===== src/core/lwcd_pkg.sv =====
package lwcd_pkg;
    // command prefixes and full codes
    localparam logic [3:0] CMD_COL_LO    = 4'h0;
    localparam logic [3:0] CMD_COL_HI    = 4'h1;
    localparam logic [4:0] CMD_REG_RATIO = 5'h04;
    localparam logic [4:0] CMD_POWER     = 5'h05;
    localparam logic [1:0] CMD_START     = 2'h1;
    localparam logic [7:0] CMD_CONTRAST  = 8'h81;
    localparam logic [6:0] CMD_SEG_REMAP = 7'h50;
    localparam logic [6:0] CMD_BIAS      = 7'h51;
    localparam logic [6:0] CMD_ENTIRE    = 7'h52;
    localparam logic [6:0] CMD_REVERSE   = 7'h53;
    localparam logic [6:0] CMD_DISP_ON   = 7'h57;
    localparam logic [3:0] CMD_PAGE      = 4'hb;
    localparam logic [3:0] CMD_COM_DIR   = 4'hc;
    localparam logic [7:0] CMD_RMW_ENTER = 8'he0;
    localparam logic [7:0] CMD_SW_RESET  = 8'he2;
    localparam logic [7:0] CMD_RMW_EXIT  = 8'hee;
    // reset values
    localparam logic [7:0] RST_COLUMN    = 8'h00;
    localparam logic [2:0] RST_REG_RATIO = 3'h4;
    localparam logic [2:0] RST_POWER     = 3'h0;
    localparam logic [5:0] RST_START     = 6'h00;
    localparam logic [5:0] RST_CONTRAST  = 6'h20;
    localparam logic [3:0] RST_PAGE      = 4'h0;
    // decoder states
    typedef enum logic [0:0] {LWCD_IDLE, LWCD_WAIT_CONTRAST} lwcd_state_t;
endpackage


===== src/core/lwcd_decoder.sv =====
`timescale 1ns/10ps
`default_nettype none
module lwcd_decoder
    import lwcd_pkg::*;
(
    input  wire logic       clock,
    input  wire logic       reset,
    input  wire logic       wr_strobe,
    input  wire logic       data_not_cmd,
    input  wire logic [7:0] wr_byte,
    input  wire logic       data_rd_strobe,
    output logic [7:0]      column_addr,
    output logic [3:0]      page_addr,
    output logic [5:0]      start_line,
    output logic [5:0]      contrast_level,
    output logic [2:0]      reg_ratio,
    output logic            buffer_en,
    output logic            regulator_en,
    output logic            booster_en,
    output logic            seg_remap,
    output logic            bias_alt,
    output logic            entire_on,
    output logic            reverse_on,
    output logic            panel_on,
    output logic            com_reverse,
    output logic            rmw_active,
    output logic            power_save,
    output logic            ram_write,
    output logic [7:0]      ram_wdata
);
    // decoder state
    lwcd_state_t state_q, state_d;
    logic [7:0] col_q, col_d;            // live column address
    logic [7:0] col_save_q, col_save_d;  // column held at rmw entry
    logic [3:0] page_q, page_d;
    logic [5:0] start_q, start_d;
    logic [5:0] contrast_q, contrast_d;
    logic [2:0] ratio_q, ratio_d;
    logic [2:0] power_q, power_d;        // {booster, regulator, buffer}
    logic       seg_q, seg_d;
    logic       bias_q, bias_d;
    logic       entire_q, entire_d;
    logic       reverse_q, reverse_d;
    logic       panel_q, panel_d;
    logic       com_q, com_d;
    logic       rmw_q, rmw_d;
    logic       save_q, save_d;
    logic       last_off_q, last_off_d;  // previous command was display off
    logic       wr_q, wr_d;
    logic [7:0] wdata_q, wdata_d;
    logic       cmd_wr;
    logic       dat_wr;

    assign cmd_wr = wr_strobe && !data_not_cmd;
    assign dat_wr = wr_strobe && data_not_cmd;

    // next-state computation for all decoded registers
    always_comb
    begin
        state_d    = state_q;
        col_d      = col_q;
        col_save_d = col_save_q;
        page_d     = page_q;
        start_d    = start_q;
        contrast_d = contrast_q;
        ratio_d    = ratio_q;
        power_d    = power_q;
        seg_d      = seg_q;
        bias_d     = bias_q;
        entire_d   = entire_q;
        reverse_d  = reverse_q;
        panel_d    = panel_q;
        com_d      = com_q;
        rmw_d      = rmw_q;
        save_d     = save_q;
        last_off_d = last_off_q;
        wr_d       = dat_wr;
        wdata_d    = dat_wr ? wr_byte : wdata_q;
        // column advances on writes always, on reads only outside rmw
        if (dat_wr || (data_rd_strobe && !rmw_q))
        begin
            col_d = col_q + 8'h01;
        end
        if (cmd_wr)
        begin
            last_off_d = 1'b0;
            case (state_q)
                LWCD_WAIT_CONTRAST:
                begin
                    // second byte: upper two bits ignored
                    contrast_d = wr_byte[5:0];
                    state_d    = LWCD_IDLE;
                end
                default:
                begin
                    if (wr_byte[7:4] == CMD_COL_LO)
                        col_d = {col_q[7:4], wr_byte[3:0]};
                    else if (wr_byte[7:4] == CMD_COL_HI)
                        col_d = {wr_byte[3:0], col_q[3:0]};
                    else if (wr_byte[7:3] == CMD_REG_RATIO)
                        ratio_d = wr_byte[2:0];
                    else if (wr_byte[7:3] == CMD_POWER)
                        power_d = wr_byte[2:0];
                    else if (wr_byte[7:6] == CMD_START)
                        start_d = wr_byte[5:0];
                    else if (wr_byte == CMD_CONTRAST)
                        state_d = LWCD_WAIT_CONTRAST;
                    else if (wr_byte[7:1] == CMD_SEG_REMAP)
                        seg_d = wr_byte[0];
                    else if (wr_byte[7:1] == CMD_BIAS)
                        bias_d = wr_byte[0];
                    else if (wr_byte[7:1] == CMD_ENTIRE)
                    begin
                        entire_d = wr_byte[0];
                        // off followed by entire-on requests power save
                        save_d   = wr_byte[0] && last_off_q;
                    end
                    else if (wr_byte[7:1] == CMD_REVERSE)
                        reverse_d = wr_byte[0];
                    else if (wr_byte[7:1] == CMD_DISP_ON)
                    begin
                        panel_d    = wr_byte[0];
                        last_off_d = !wr_byte[0];
                        if (wr_byte[0])
                            save_d = 1'b0; // display on wakes the panel
                    end
                    else if (wr_byte[7:4] == CMD_PAGE)
                        page_d = wr_byte[3:0];
                    else if (wr_byte[7:4] == CMD_COM_DIR)
                        com_d = wr_byte[3];
                    else if (wr_byte == CMD_RMW_ENTER)
                    begin
                        rmw_d      = 1'b1;
                        col_save_d = col_q;
                    end
                    else if (wr_byte == CMD_RMW_EXIT)
                    begin
                        rmw_d = 1'b0;
                        col_d = col_save_q;
                    end
                    else if (wr_byte == CMD_SW_RESET)
                    begin
                        // status registers except col_save_q and wdata_q back to power-on values
                        col_d      = RST_COLUMN;
                        page_d     = RST_PAGE;
                        start_d    = RST_START;
                        contrast_d = RST_CONTRAST;
                        ratio_d    = RST_REG_RATIO;
                        power_d    = RST_POWER;
                        seg_d      = 1'b0;
                        bias_d     = 1'b0;
                        entire_d   = 1'b0;
                        reverse_d  = 1'b0;
                        panel_d    = 1'b0;
                        com_d      = 1'b0;
                        rmw_d      = 1'b0;
                        save_d     = 1'b0;
                    end
                end
            endcase
        end
    end

    // register stage only
    always_ff @(posedge clock)
    begin
        if (reset)
        begin
            state_q    <= LWCD_IDLE;
            col_q      <= RST_COLUMN;
            col_save_q <= RST_COLUMN;
            page_q     <= RST_PAGE;
            start_q    <= RST_START;
            contrast_q <= RST_CONTRAST;
            ratio_q    <= RST_REG_RATIO;
            power_q    <= RST_POWER;
            seg_q      <= 1'b0;
            bias_q     <= 1'b0;
            entire_q   <= 1'b0;
            reverse_q  <= 1'b0;
            panel_q    <= 1'b0;
            com_q      <= 1'b0;
            rmw_q      <= 1'b0;
            save_q     <= 1'b0;
            last_off_q <= 1'b0;
            wr_q       <= 1'b0;
            wdata_q    <= 8'h00;
        end
        else
        begin
            state_q    <= state_d;
            col_q      <= col_d;
            col_save_q <= col_save_d;
            page_q     <= page_d;
            start_q    <= start_d;
            contrast_q <= contrast_d;
            ratio_q    <= ratio_d;
            power_q    <= power_d;
            seg_q      <= seg_d;
            bias_q     <= bias_d;
            entire_q   <= entire_d;
            reverse_q  <= reverse_d;
            panel_q    <= panel_d;
            com_q      <= com_d;
            rmw_q      <= rmw_d;
            save_q     <= save_d;
            last_off_q <= last_off_d;
            wr_q       <= wr_d;
            wdata_q    <= wdata_d;
        end
    end

    // outputs straight from flops
    assign column_addr    = col_q;
    assign page_addr      = page_q;
    assign start_line     = start_q;
    assign contrast_level = contrast_q;
    assign reg_ratio      = ratio_q;
    assign buffer_en      = power_q[0];
    assign regulator_en   = power_q[1];
    assign booster_en     = power_q[2];
    assign seg_remap      = seg_q;
    assign bias_alt       = bias_q;
    assign entire_on      = entire_q;
    assign reverse_on     = reverse_q;
    assign panel_on       = panel_q;
    assign com_reverse    = com_q;
    assign rmw_active     = rmw_q;
    assign power_save     = save_q;
    assign ram_write      = wr_q;
    assign ram_wdata      = wdata_q;

    // checks
    col_lo_a: assert property (@(posedge clock) disable iff (reset)
        cmd_wr && state_q == LWCD_IDLE && wr_byte[7:4] == CMD_COL_LO
        |=> col_q[3:0] == $past(wr_byte[3:0]))
        else $error("low column nibble not loaded");
    col_hi_a: assert property (@(posedge clock) disable iff (reset)
        cmd_wr && state_q == LWCD_IDLE && wr_byte[7:4] == CMD_COL_HI
        |=> col_q[7:4] == $past(wr_byte[3:0]))
        else $error("high column nibble not loaded");
    ratio_load_a: assert property (@(posedge clock) disable iff (reset)
        cmd_wr && state_q == LWCD_IDLE && wr_byte[7:3] == CMD_REG_RATIO
        |=> reg_ratio == $past(wr_byte[2:0]))
        else $error("regulator ratio not loaded");
    power_bits_a: assert property (@(posedge clock) disable iff (reset)
        cmd_wr && state_q == LWCD_IDLE && wr_byte[7:3] == CMD_POWER
        |=> {booster_en, regulator_en, buffer_en} == $past(wr_byte[2:0]))
        else $error("power enables wrong");
    contrast_two_a: assert property (@(posedge clock) disable iff (reset)
        cmd_wr && state_q == LWCD_IDLE && wr_byte == CMD_CONTRAST
        ##1 cmd_wr |=> contrast_level == $past(wr_byte[5:0]))
        else $error("contrast second byte not taken");
    data_ignored_a: assert property (@(posedge clock) disable iff (reset)
        dat_wr |=> panel_on == $past(panel_on) && page_addr == $past(page_addr))
        else $error("data byte decoded as command");
    rmw_restore_a: assert property (@(posedge clock) disable iff (reset)
        cmd_wr && state_q == LWCD_IDLE && wr_byte == CMD_RMW_EXIT
        |=> column_addr == $past(col_save_q) && !rmw_active)
        else $error("column not restored on rmw exit");
    rmw_hold_a: assert property (@(posedge clock) disable iff (reset)
        rmw_q && data_rd_strobe && !wr_strobe |=> col_q == $past(col_q))
        else $error("column moved on rmw read");
    save_seq_a: assert property (@(posedge clock) disable iff (reset)
        cmd_wr && state_q == LWCD_IDLE && wr_byte == 8'hae
        ##1 (cmd_wr && wr_byte == 8'ha5) |=> power_save)
        else $error("power save not recognised");
    sw_reset_a: assert property (@(posedge clock) disable iff (reset)
        cmd_wr && state_q == LWCD_IDLE && wr_byte == CMD_SW_RESET
        |=> contrast_level == RST_CONTRAST && reg_ratio == RST_REG_RATIO && !panel_on)
        else $error("software reset incomplete");
    cov_contrast: cover property (@(posedge clock) disable iff (reset)
        state_q == LWCD_WAIT_CONTRAST ##1 state_q == LWCD_IDLE);
    cov_save: cover property (@(posedge clock) disable iff (reset) $rose(power_save));
    cov_rmw: cover property (@(posedge clock) disable iff (reset) $fell(rmw_active));
endmodule
`default_nettype wire


===== config.mk =====
export PLATFORM = sky130hd
export DESIGN_NAME = lwcd_decoder
export DESIGN_NICKNAME = d
export VERILOG_FILES = /design/src/core/lwcd_pkg.sv /design/src/core/lwcd_decoder.sv
export SDC_FILE = /design/constraint.sdc
export NUM_CORES = 1
export LEC_CHECK = 0
export BUFFER_PORTS_ARGS = -buffer_cell sky130_fd_sc_hd__buf_2
export CAP_MARGIN = 20
export CORE_ASPECT_RATIO = 0.75
export CORE_MARGIN = 2
export CORE_UTILIZATION = 59
export DETAILED_ROUTE_END_ITERATION = 16
export GPL_TIMING_DRIVEN = 0
export PLACE_DENSITY = 0.85
export SLEW_MARGIN = 20
export SYNTH_ARGS = -nofsm -noshare
export SYNTH_HDL_FRONTEND = slang
export SYNTH_SLANG_ARGS = --single-unit

===== constraint.sdc =====
create_clock -name clock -period 3.8 [get_ports clock]
set_input_delay 0.76 -clock clock [delete_from_list [all_inputs] [get_ports clock]]
set_output_delay 0.76 -clock clock [all_outputs]
set_load 0.1 [all_outputs]

Yosys cells after proc, flatten, opt, wreduce, memory -nomap -nowiden
Index checks and enable logic that the tools add are counted.
W data, S select, Z words.
- register bits after elaboration: 57
- input port bits: 13
- output and inout bits: 47
- word-level logic and storage cells: 296
- add/sub/neg operators: 1
- equal/unequal tests: 105
- multiplexer cells: 120
- bitwise gates (word level): 14
- reduce and logical (&&, ||, !) cells: 36
- operators with widths (operator ; number):
    $reduce_and A17 Y1 ; 12
    $mux W6 ; 29
    $ne A2 B2 Y1 const B ; 83
    $mux W8 ; 19
    $mux W3 ; 27
    $mux W1 ; 40
    $eq A7 B7 Y1 const B ; 5
    $eq A8 B8 Y1 const B ; 4
    $reduce_and A16 Y1 ; 2
    $reduce_bool A2 Y1 ; 11
    $mux W4 ; 5
    $ne A3 B3 Y1 const B ; 6
    $not A1 Y1 ; 14
    $eq A5 B3 Y1 const B ; 2
    $add A8 B1 Y8 const B ; 1
    $eq A4 B4 Y1 const B ; 2
    $reduce_bool A3 Y1 ; 2
    $eq A4 B1 Y1 const B ; 1
    $logic_and A1 B1 Y1 ; 4
    $logic_not A4 Y1 ; 1
    $ne A4 B4 Y1 const B ; 1
    $logic_not A1 Y1 ; 3
    $eq A2 B1 Y1 const B ; 1
    $logic_or A1 B1 Y1 ; 1

Depth between registers and ports, before layout
Gate-level depths: netlist (run 1).
- depth after elaboration: 22
- mapped depth: 7
- gate-level depth less buffers: 6

Worst setup path after synthesis (run 1)
Ideal clock, no wire load.
- path type: register to register
- start point: register col_q[3] (netlist: column_addr[3])
- end point: register col_q[7] (netlist: column_addr[7])
- library setup time: 0.130 ns
- arrival time: 2.348 ns
- data required time: 3.670 ns
- path slack: 1.323 ns
- stages on the path, launching flop included: 7
- buffers on the path: 1
- period minus slack after synthesis: 2.477 ns
- path through: dfxtp_1 > clkbuf_1 > nand3_1 > a2111oi_1 > xor2_1 > a221oi_1 > o22ai_1
- cells in the longest elaborated chain, start to end: 20
- ends and longest elaborated chain (what ; line ; source):
    start: declaration ; lwcd_decoder.sv:33 ; logic [7:0] col_q, col_d;
    start signal: assignment ; lwcd_decoder.sv:192 ; col_q <= col_d;
    $add A8 B1 Y8 * ; lwcd_decoder.sv:82 ; col_d = col_q + 8'h01;
    $mux W8 * ; lwcd_decoder.sv:80 ; if (dat_wr || (data_rd_strobe && !rmw_q))
    $mux W8 ; lwcd_decoder.sv:141 ; else if (wr_byte == CMD_SW_RESET)
    $mux W8 ; lwcd_decoder.sv:136 ; else if (wr_byte == CMD_RMW_EXIT)
    $mux W8 ; lwcd_decoder.sv:131 ; else if (wr_byte == CMD_RMW_ENTER)
    $mux W8 ; lwcd_decoder.sv:129 ; else if (wr_byte[7:4] == CMD_COM_DIR)
    $mux W8 ; lwcd_decoder.sv:127 ; else if (wr_byte[7:4] == CMD_PAGE)
    $mux W8 ; lwcd_decoder.sv:120 ; else if (wr_byte[7:1] == CMD_DISP_ON)
    [... 4 more ...] ; - ;
    $mux W8 ; lwcd_decoder.sv:106 ; else if (wr_byte == CMD_CONTRAST)
    $mux W8 ; lwcd_decoder.sv:104 ; else if (wr_byte[7:6] == CMD_START)
    $mux W8 ; lwcd_decoder.sv:102 ; else if (wr_byte[7:3] == CMD_POWER)
    $mux W8 ; lwcd_decoder.sv:100 ; else if (wr_byte[7:3] == CMD_REG_RATIO)
    $mux W8 ; lwcd_decoder.sv:98 ; else if (wr_byte[7:4] == CMD_COL_HI)
    $mux W8 ; lwcd_decoder.sv:96 ; if (wr_byte[7:4] == CMD_COL_LO)
    $mux W8 ; lwcd_decoder.sv:87 ; case (state_q)
    $mux W8 * ; lwcd_decoder.sv:84 ; if (cmd_wr)
Every way passes the cells marked *; elsewhere a longest branch is shown, timed or not. The select of a mux whose other input is x is not followed.
A chain may end at the register's enable or synchronous reset.

Worst setup path after layout (run 1)
- start point: input wr_byte[1]
- end point: register col_save_q[1]
- cells in the longest elaborated chain, start to end: 3
- elaborated cells on any way between the ends: 14
- those cells by class: eq/ne: 7; bitwise: 6; reduce/logical: 1
- ends and longest elaborated chain (what ; line ; source):
    start: declaration ; lwcd_decoder.sv:10 ; input wire logic [7:0] wr_byte,
    $eq A8 B8 Y1 (tied with other cells) ; lwcd_decoder.sv:106 ;
    $not A1 Y1 (no source line) ; - ;
    $reduce_and A16 Y1 (no source line) * ; - ;
    end signal: assignment ; lwcd_decoder.sv:193 ; col_save_q <= col_save_d;
    end: declaration ; lwcd_decoder.sv:34 ; logic [7:0] col_save_q, col_save_d;
Every way passes the cells marked *; elsewhere a longest branch is shown, timed or not.

==> flow_summary.yaml, run 1 <==
outcome:
  status: "complete, no violations"
cells_and_area:
  growth_of_design_area_from_synthesis_to_finish_pct: 17.03
  regArea_um2: 1141
  nets_final: 447
  fill_cells: 407
  finalInstanceArea_um2: 3535
  multiInputGateArea_um2: 1730
  layout-drive-gt1-share: 0.2123
  antenna_cells: 0
timing:
  maxSlewViolCount: 0
  period_minus_slack_ns: 2.407
  fin_worst_hold_slack_ns: 0.4528
  slew-limit-headroom: 0.4768
  worst-slew-pin-transition_ns: 0.7788
  report.final.hold_viol_count: 0
  period_share: 0.6335
  final-setup-viol-count: 0
  setup_tns_ns: 0
  timing.fmax_ghz: 0.4154
  final.setup_skew_ns: 0.006820
  fin_ws_ns: 1.393
  rsz0062_at_grt: "false"
route:
  drt_first_iter_violations: 450
  vias_per_cell: 6.380
  detail_route.wl_per_cell_um: 17.69
  routed-via-count: 3177
  drt_first_pass_iters: 8
  antenna_left: 0
  route.final.wire_length_um: 8812
  drc: 0
clock_tree:
  number_of_buffers_inserted_to_repair_setup_after_cts: 0
  later_pin_clock_latency_in_the_skew_report_ns: 0.35
  clk_pin_slew_ns: 0.06
  number_of_buffers_created_by_cts: 9
  clock_path_buffers: 2
  postCtsHoldBufs: 0
  count_of_h_tree_levels_built_during_cts: 3
  tritoncts: "done"
  cts.sinks: 57
  cts_resized: 0
  cts_root_buf: "clkbuf_8"
grt:
  grt.total_usage: 0.3255
  first_global_vias: 2913
  wire_length_of_the_first_global_routing_pass_um: 14240
  leftover_overflow_at_the_end_of_global_routing: 0
  grt_start_max_net_pins: 11
  grt_antenna_before_repair: 0
synth:
  synthFlopType: "dfxtp_1"
  synthesis.area_per_instance_um2: 8.185
  synth_cell_area_um2: 3020
  post_synth_top_area_share: 0.3778
  synthArstFlopShare: 0
  post_synth_main_area_contributors: "dfxtp_1, a21oi_1, nand2_1"
  synth_enable_flop_cells: 0
  synth_cell_types: 64
  synthTopCellsByCount: "dfxtp_1, nand2_1, a21oi_1"
  netlist_instances: 369
  synthesis.nets: 383
  post-synth-top-area-cell: "dfxtp_1"
  synth.most_common_cell: "dfxtp_1"
  ys_seq_elements: 57
  yosysWarningCount: 0
  yosysSeqAreaShare: 0.3778
floorplanning:
  chipWidth_um: 86.62
  boundaryPins: 60
  total_number_of_placement_rows: 22
  die_height_um: 65.97
  starting_density_of_the_core: 0.6164
  coreArea_um2: 4900
  die_area_um2: 5714
pwr:
  irDropWorstVdd_mv: 0.3461
  p_leak_nw: 1.434
  pwr_density_cell_nw_per_um2: 384.1
flow_run:
  maxCapViolations: 0
critical_path:
  worstPathBufferInverterCount: 1
  cp_cell_instances: "clkbuf_1, nor3_2, a31oi_2, nand4_4, mux2i_1, nor2_1"
  worst_setup_path_end_kind: "flop"
  crit_required_ns: 4.01
  critical_path_arrival_ns: 2.62
  cp_slowest_stage_delay_ns: 0.62
  crit_slowest_cell: "a31oi_2"
  start_kind: "primary input"
  critical_setup_path_kind: "primary input to flop"
  worst_path_top_cell_family_by_delay: "compound AO/OA/AOI/OAI gates"
  critical_path.max_fanout: 9
hold_path:
  worstHoldPathType: "flop to flop"
place:
  detailed_placement_hpwl_um: 6232
  weighted_congestion_at_the_end_of_routability_driven_global_placement: 0.9629
  dp_worst_setup_slack_ns: 1.147
  placement.io_buffers: 53
  place_area_um2: 3361
[metal layers]
layer,global-route usage,part of all wire
met3,0.1186,0.11
met2,0.4788,0.43
met4,0.1191,0.017
met5,0,0
met1,0.4372,0.44
[final cells by class]
type                       count  share of cell area
clock buffer                  13             0.04496
sequential                    57              0.3228
buffer                        29             0.03469
tap                           60             0.02124
inverter                       7            0.007434
multi-input combinational    276              0.4896
clock inverter                 3            0.004248
timing repair buffer          53             0.07504
[cell usage in the layout, fill, tap and decap left out, types with 4 or more instances in the layout]
| master | n |
|---|---|
| nor2_1 | 32 |
| nor2b_1 | 5 |
| a221oi_1 | 4 |
| clkbuf_8 | 11 |
| a21oi_1 | 38 |
| buf_1 | 5 |
| o21ai_0 | 10 |
| inv_1 | 6 |
| a22oi_1 | 7 |
| nor3_1 | 8 |
| nand4_1 | 7 |
| and2_1 | 4 |
| nand3_1 | 18 |
| nand2_1 | 50 |
| mux2i_1 | 11 |
| xor2_1 | 4 |
| nor3b_1 | 5 |
| dfxtp_1 | 57 |
| a211o_1 | 5 |
| buf_2 | 58 |
| clkbuf_1 | 20 |
| o211ai_1 | 5 |
[tightest hold or removal path, delay by kind of cell, from the launching register on]
kind | cells | cell delay (ns)
simple gates | 1 | 0.05
compound gates | 1 | 0.05
flops | 1 | 0.31
[per-stage QoR]
stage | total power (W) | cells | utilization
floorplan | 0.0008079 | 369 | -
global placement | 0.0008539 | 482 | 0.6859
detailed placement | 0.0008575 | 482 | 0.6859
CTS | 0.001356 | 498 | 0.7214
global route | 0.001406 | 498 | 0.7214
finish | 0.001358 | 498 | 0.7214
[logic make-up after synthesis]
family,count (synthesis),synth area share
flops,57,0.3778
mux,11,0.03646
fa+ha+maj,2,0.007456
compound gates,102,0.2320
xor+xnor,6,0.01740
simple gates,155,0.2796
buf+inv,36,0.04929
[report_power, final]
part | total, W | switching (W) | internal (W)
sequential | 0.000618 | 0.00000999 | 0.000608
combinational | 0.000234 | 0.000182 | 0.0000513
clock | 0.000506 | 0.000237 | 0.000269
[flip-flops by register name, indices dropped and copies added, names as in the netlist]
register        count
bias_alt            1
col_save_q          8
column_addr         8
com_reverse         1
contrast_level      6
entire_on           1
last_off_q          1
page_addr           4
panel_on            1
power_q             3
power_save          1
ram_wdata           8
ram_write           1
reg_ratio           3
reverse_on          1
rmw_active          1
seg_remap           1
start_line          6
state_q             1
[path summary, 6_finish.rpt]
path / start / endpoint / slack (ns) / depth (start not counted)
worst min-delay path: start_line[5]$_SDFFE_PP0P_ / start_line[5]$_SDFFE_PP0P_ / 0.45 / 2
worst min register to register: start_line[5]$_SDFFE_PP0P_ / start_line[5]$_SDFFE_PP0P_ / 0.45 / 2
worst max-delay path: wr_byte[1] / col_save_q[1]$_SDFFE_PP0P_ / 1.39 / 6
worst max register to register: state_q$_SDFFE_PP0P_ / power_save$_SDFFE_PP0P_ / 1.70 / 6
(Power assumes the default switching activity.)
==> run 2, diff against run 1 <==
--- a/config.mk
+++ b/config.mk
@@ -5,14 +5,15 @@
 export SDC_FILE = /design/constraint.sdc
 export NUM_CORES = 1
 export LEC_CHECK = 0
+export ABC_AREA = 1
 export BUFFER_PORTS_ARGS = -buffer_cell sky130_fd_sc_hd__buf_2
 export CAP_MARGIN = 20
 export CORE_ASPECT_RATIO = 0.75
 export CORE_MARGIN = 2
-export CORE_UTILIZATION = 59
+export CORE_UTILIZATION = 50
 export DETAILED_ROUTE_END_ITERATION = 16
 export GPL_TIMING_DRIVEN = 0
-export PLACE_DENSITY = 0.85
+export PLACE_DENSITY = 0.76
 export SLEW_MARGIN = 20
 export SYNTH_ARGS = -nofsm -noshare
 export SYNTH_HDL_FRONTEND = slang
==> constraint.sdc (replaced) <==
create_clock -name clock -period 2.2 [get_ports clock]
set_input_delay 0.44 -clock clock [delete_from_list [all_inputs] [get_ports clock]]
set_output_delay 0.44 -clock clock [all_outputs]
set_load 0.1 [all_outputs]
==> flow_summary.yaml, run 2 <==
timing:
  slew-limit-headroom: 0.5870
  fin_ws_ns: 0.4482
  maxSlewViolCount: 0
  timing.fmax_ghz: 0.5708
  period_share: 0.7963
  setup_tns_ns: 0
  rsz0062_at_grt: "false"
  period_minus_slack_ns: 1.752
  report.final.hold_viol_count: 0
  worst-slew-pin-transition_ns: 0.6195
  fin_worst_hold_slack_ns: 0.4206
  final-setup-viol-count: 0
  final.setup_skew_ns: 0.009720
route:
  antenna_left: 0
  drt_first_iter_violations: 340
  routed-via-count: 3196
  route.final.wire_length_um: 8095
  drc: 0
  detail_route.wl_per_cell_um: 13.49
  drt_first_pass_iters: 5
  vias_per_cell: 5.327
grt:
  grt_start_max_net_pins: 11
  first_global_vias: 2761
  wire_length_of_the_first_global_routing_pass_um: 13410
  grt_antenna_before_repair: 0
  grt.total_usage: 0.2563
  leftover_overflow_at_the_end_of_global_routing: 0
critical_path:
  regToRegEndpoint: "column_addr[7]$_SDFFE_PP0P_"
  cp_num_cells: 12
  timing.critical_path.to: "start_line[0]$_SDFFE_PP0P_"
  critical_path.startpoint: "wr_byte[2]"
  worst_path_most_repeated_cell: "o21ai_1"
  worstPathBufferInverterCount: 4
  critical_setup_path_kind: "primary input to flop"
  critical_path.max_fanout: 10
  worst_setup_path_end_kind: "flop"
  reg2reg_slack_ns: 0.58
  r2r_start: "column_addr[3]$_SDFFE_PP0P_"
  cp_cell_instances: "buf_2, inv_1, nand2_1, nor2_2, nand2_4, inv_2, o21ai_1, nor2_2, buf_6, o21ai_1, o21ai_1, nor2_1"
  worstRegToRegCells: 11
  worst_path_top_cell_family_by_delay: "buffers and inverters"
  start_kind: "primary input"
  crit_slowest_cell: "inv_1"
  cp_slowest_stage_delay_ns: 0.28
  crit_required_ns: 2.41
  critical_path_arrival_ns: 1.96
flow_run:
  maxCapViolations: 0
floorplanning:
  die_area_um2: 6645
  chipWidth_um: 93.47
  total_number_of_placement_rows: 24
  starting_density_of_the_core: 0.5179
  coreArea_um2: 5796
  boundaryPins: 60
  die_height_um: 71.10
synth:
  yosysSeqAreaShare: 0.3802
  netlist_instances: 448
  ys_seq_elements: 57
  synthesis.area_per_instance_um2: 6.700
  synth.most_common_cell: "nand2_1"
  post_synth_main_area_contributors: "dfxtp_1, nand2_1, a21oi_1"
  synth_cell_types: 32
  synthesis.nets: 462
  post_synth_top_area_share: 0.3802
  synthArstFlopShare: 0
  synthFlopType: "dfxtp_1"
  synth_enable_flop_cells: 0
  post-synth-top-area-cell: "dfxtp_1"
  synthTopCellsByCount: "nand2_1, dfxtp_1, nor2_1"
  yosysWarningCount: 0
  synth_cell_area_um2: 3002
cells_and_area:
  growth_of_design_area_from_synthesis_to_finish_pct: 18.47
  antenna_cells: 0
  layout-drive-gt1-share: 0.2299
  final_cell_mix: "nand2_1, buf_2, dfxtp_1"
  commonest_non_fill_non_tap_cell_in_the_layout: "nand2_1"
  final-instance-count-excl-fill: 600
  nets_final: 532
  fill_cells: 562
  finish.utilization: 0.6136
clock_tree:
  cts.sinks: 57
  later_pin_clock_latency_in_the_skew_report_ns: 0.34
  clk_pin_slew_ns: 0.06
  number_of_buffers_created_by_cts: 9
  cts_resized: 0
  cts_root_buf: "clkbuf_8"
  clock_path_buffers: 2
  tritoncts: "done"
  count_of_h_tree_levels_built_during_cts: 3
  number_of_buffers_inserted_to_repair_setup_after_cts: 0
  postCtsHoldBufs: 0
place:
  detailed_placement_hpwl_um: 5962
  placed_cells_incl_taps: 585
  weighted_congestion_at_the_end_of_routability_driven_global_placement: 0.9025
  placement.io_buffers: 59
  dp_worst_setup_slack_ns: 0.1381
pwr:
  pwr_density_cell_nw_per_um2: 668.0
  irDropWorstVdd_mv: 0.4362
  p_leak_nw: 1.657
outcome:
  status: "complete, no violations"
hold_path:
  worstHoldPathType: "primary input to flop"
run 2: worst min-delay path by stage:
| stage | end | slack, ns | cells after the start | from |
|---|---|---|---|---|
| 6_report | ram_wdata[7]$_SDFFE_PP0N_ | 0.42 | 3 | wr_byte[7] |
| 5_1_grt | ram_wdata[6]$_SDFFE_PP0N_ | 0.42 | 3 | wr_byte[6] |
| 4_1_cts | ram_wdata[6]$_SDFFE_PP0N_ | 0.41 | 3 | wr_byte[6] |
| 3_5_place_dp | power_q[2]$_SDFFE_PP0P_ | 0.45 | 2 | power_q[2]$_SDFFE_PP0P_ |
| 3_3_place_gp | power_q[2]$_SDFFE_PP0P_ | 0.45 | 2 | power_q[2]$_SDFFE_PP0P_ |
| 2_1_floorplan | col_save_q[1]$_SDFFE_PP0P_ | 0.45 | 2 | col_save_q[1]$_SDFFE_PP0P_ |
run 2: area by class of cell:
class | count | area, um^2 | share of cell area
buffer | 10 | 52.55 | 0.01478
clock buffer | 11 | 141.4 | 0.03976
clock inverter | 4 | 20.02 | 0.005630
inverter | 56 | 211.5 | 0.05947
multi-input combinational | 325 | 1597 | 0.4490
sequential | 57 | 1141 | 0.3209
tap | 78 | 97.59 | 0.02745
timing repair buffer | 59 | 295.3 | 0.08304
run 2: metrics by stage:
step | cell area, um^2 | power [W]
detailed placement | 3395 | 0.001560
finish | 3556 | 0.002376
CTS | 3556 | 0.002385
floorplan | 3002 | 0.001459
global route | 3556 | 0.002491
global placement | 3395 | 0.001556
run 2: kinds of logic (layout without fill, tap and decap cells):
| kind of cell | after synthesis | in the layout | share of synthesized area |
|---|---|---|---|
| and+or+nand+nor | 223 | 223 | 0.3443 |
| DFF | 57 | 57 | 0.3802 |
| AOI/OAI and AO/OA | 98 | 98 | 0.1747 |
| adders and majority gates | 1 | 1 | 0.004168 |
| xor gates and xnor gates | 3 | 3 | 0.008755 |
| buffers and inverters | 66 | 140 | 0.08795 |
run 2: where the power goes:
part | internal, W | switching, W
clock network | 0.000425 | 0.000409
logic | 0.0000908 | 0.000371
registers | 0.00106 | 0.0000220
total | 0.00157 | 0.000802
run 2: worst min-delay path: stages:
cell and delay, ns:
buf_2 0.13, inv_2 0.08, a21oi_1 0.06
run 2: layer usage:
| metal | GRT usage | share of wire | routed length, um |
|---|---|---|---|
| met3 | 0.05857 | 0.092 | 741 |
| met2 | 0.3605 | 0.41 | 3318 |
| met1 | 0.3879 | 0.49 | 3935 |
| met4 | 0.07843 | 0.012 | 100 |
| met5 | 0 | 0 | 0 |
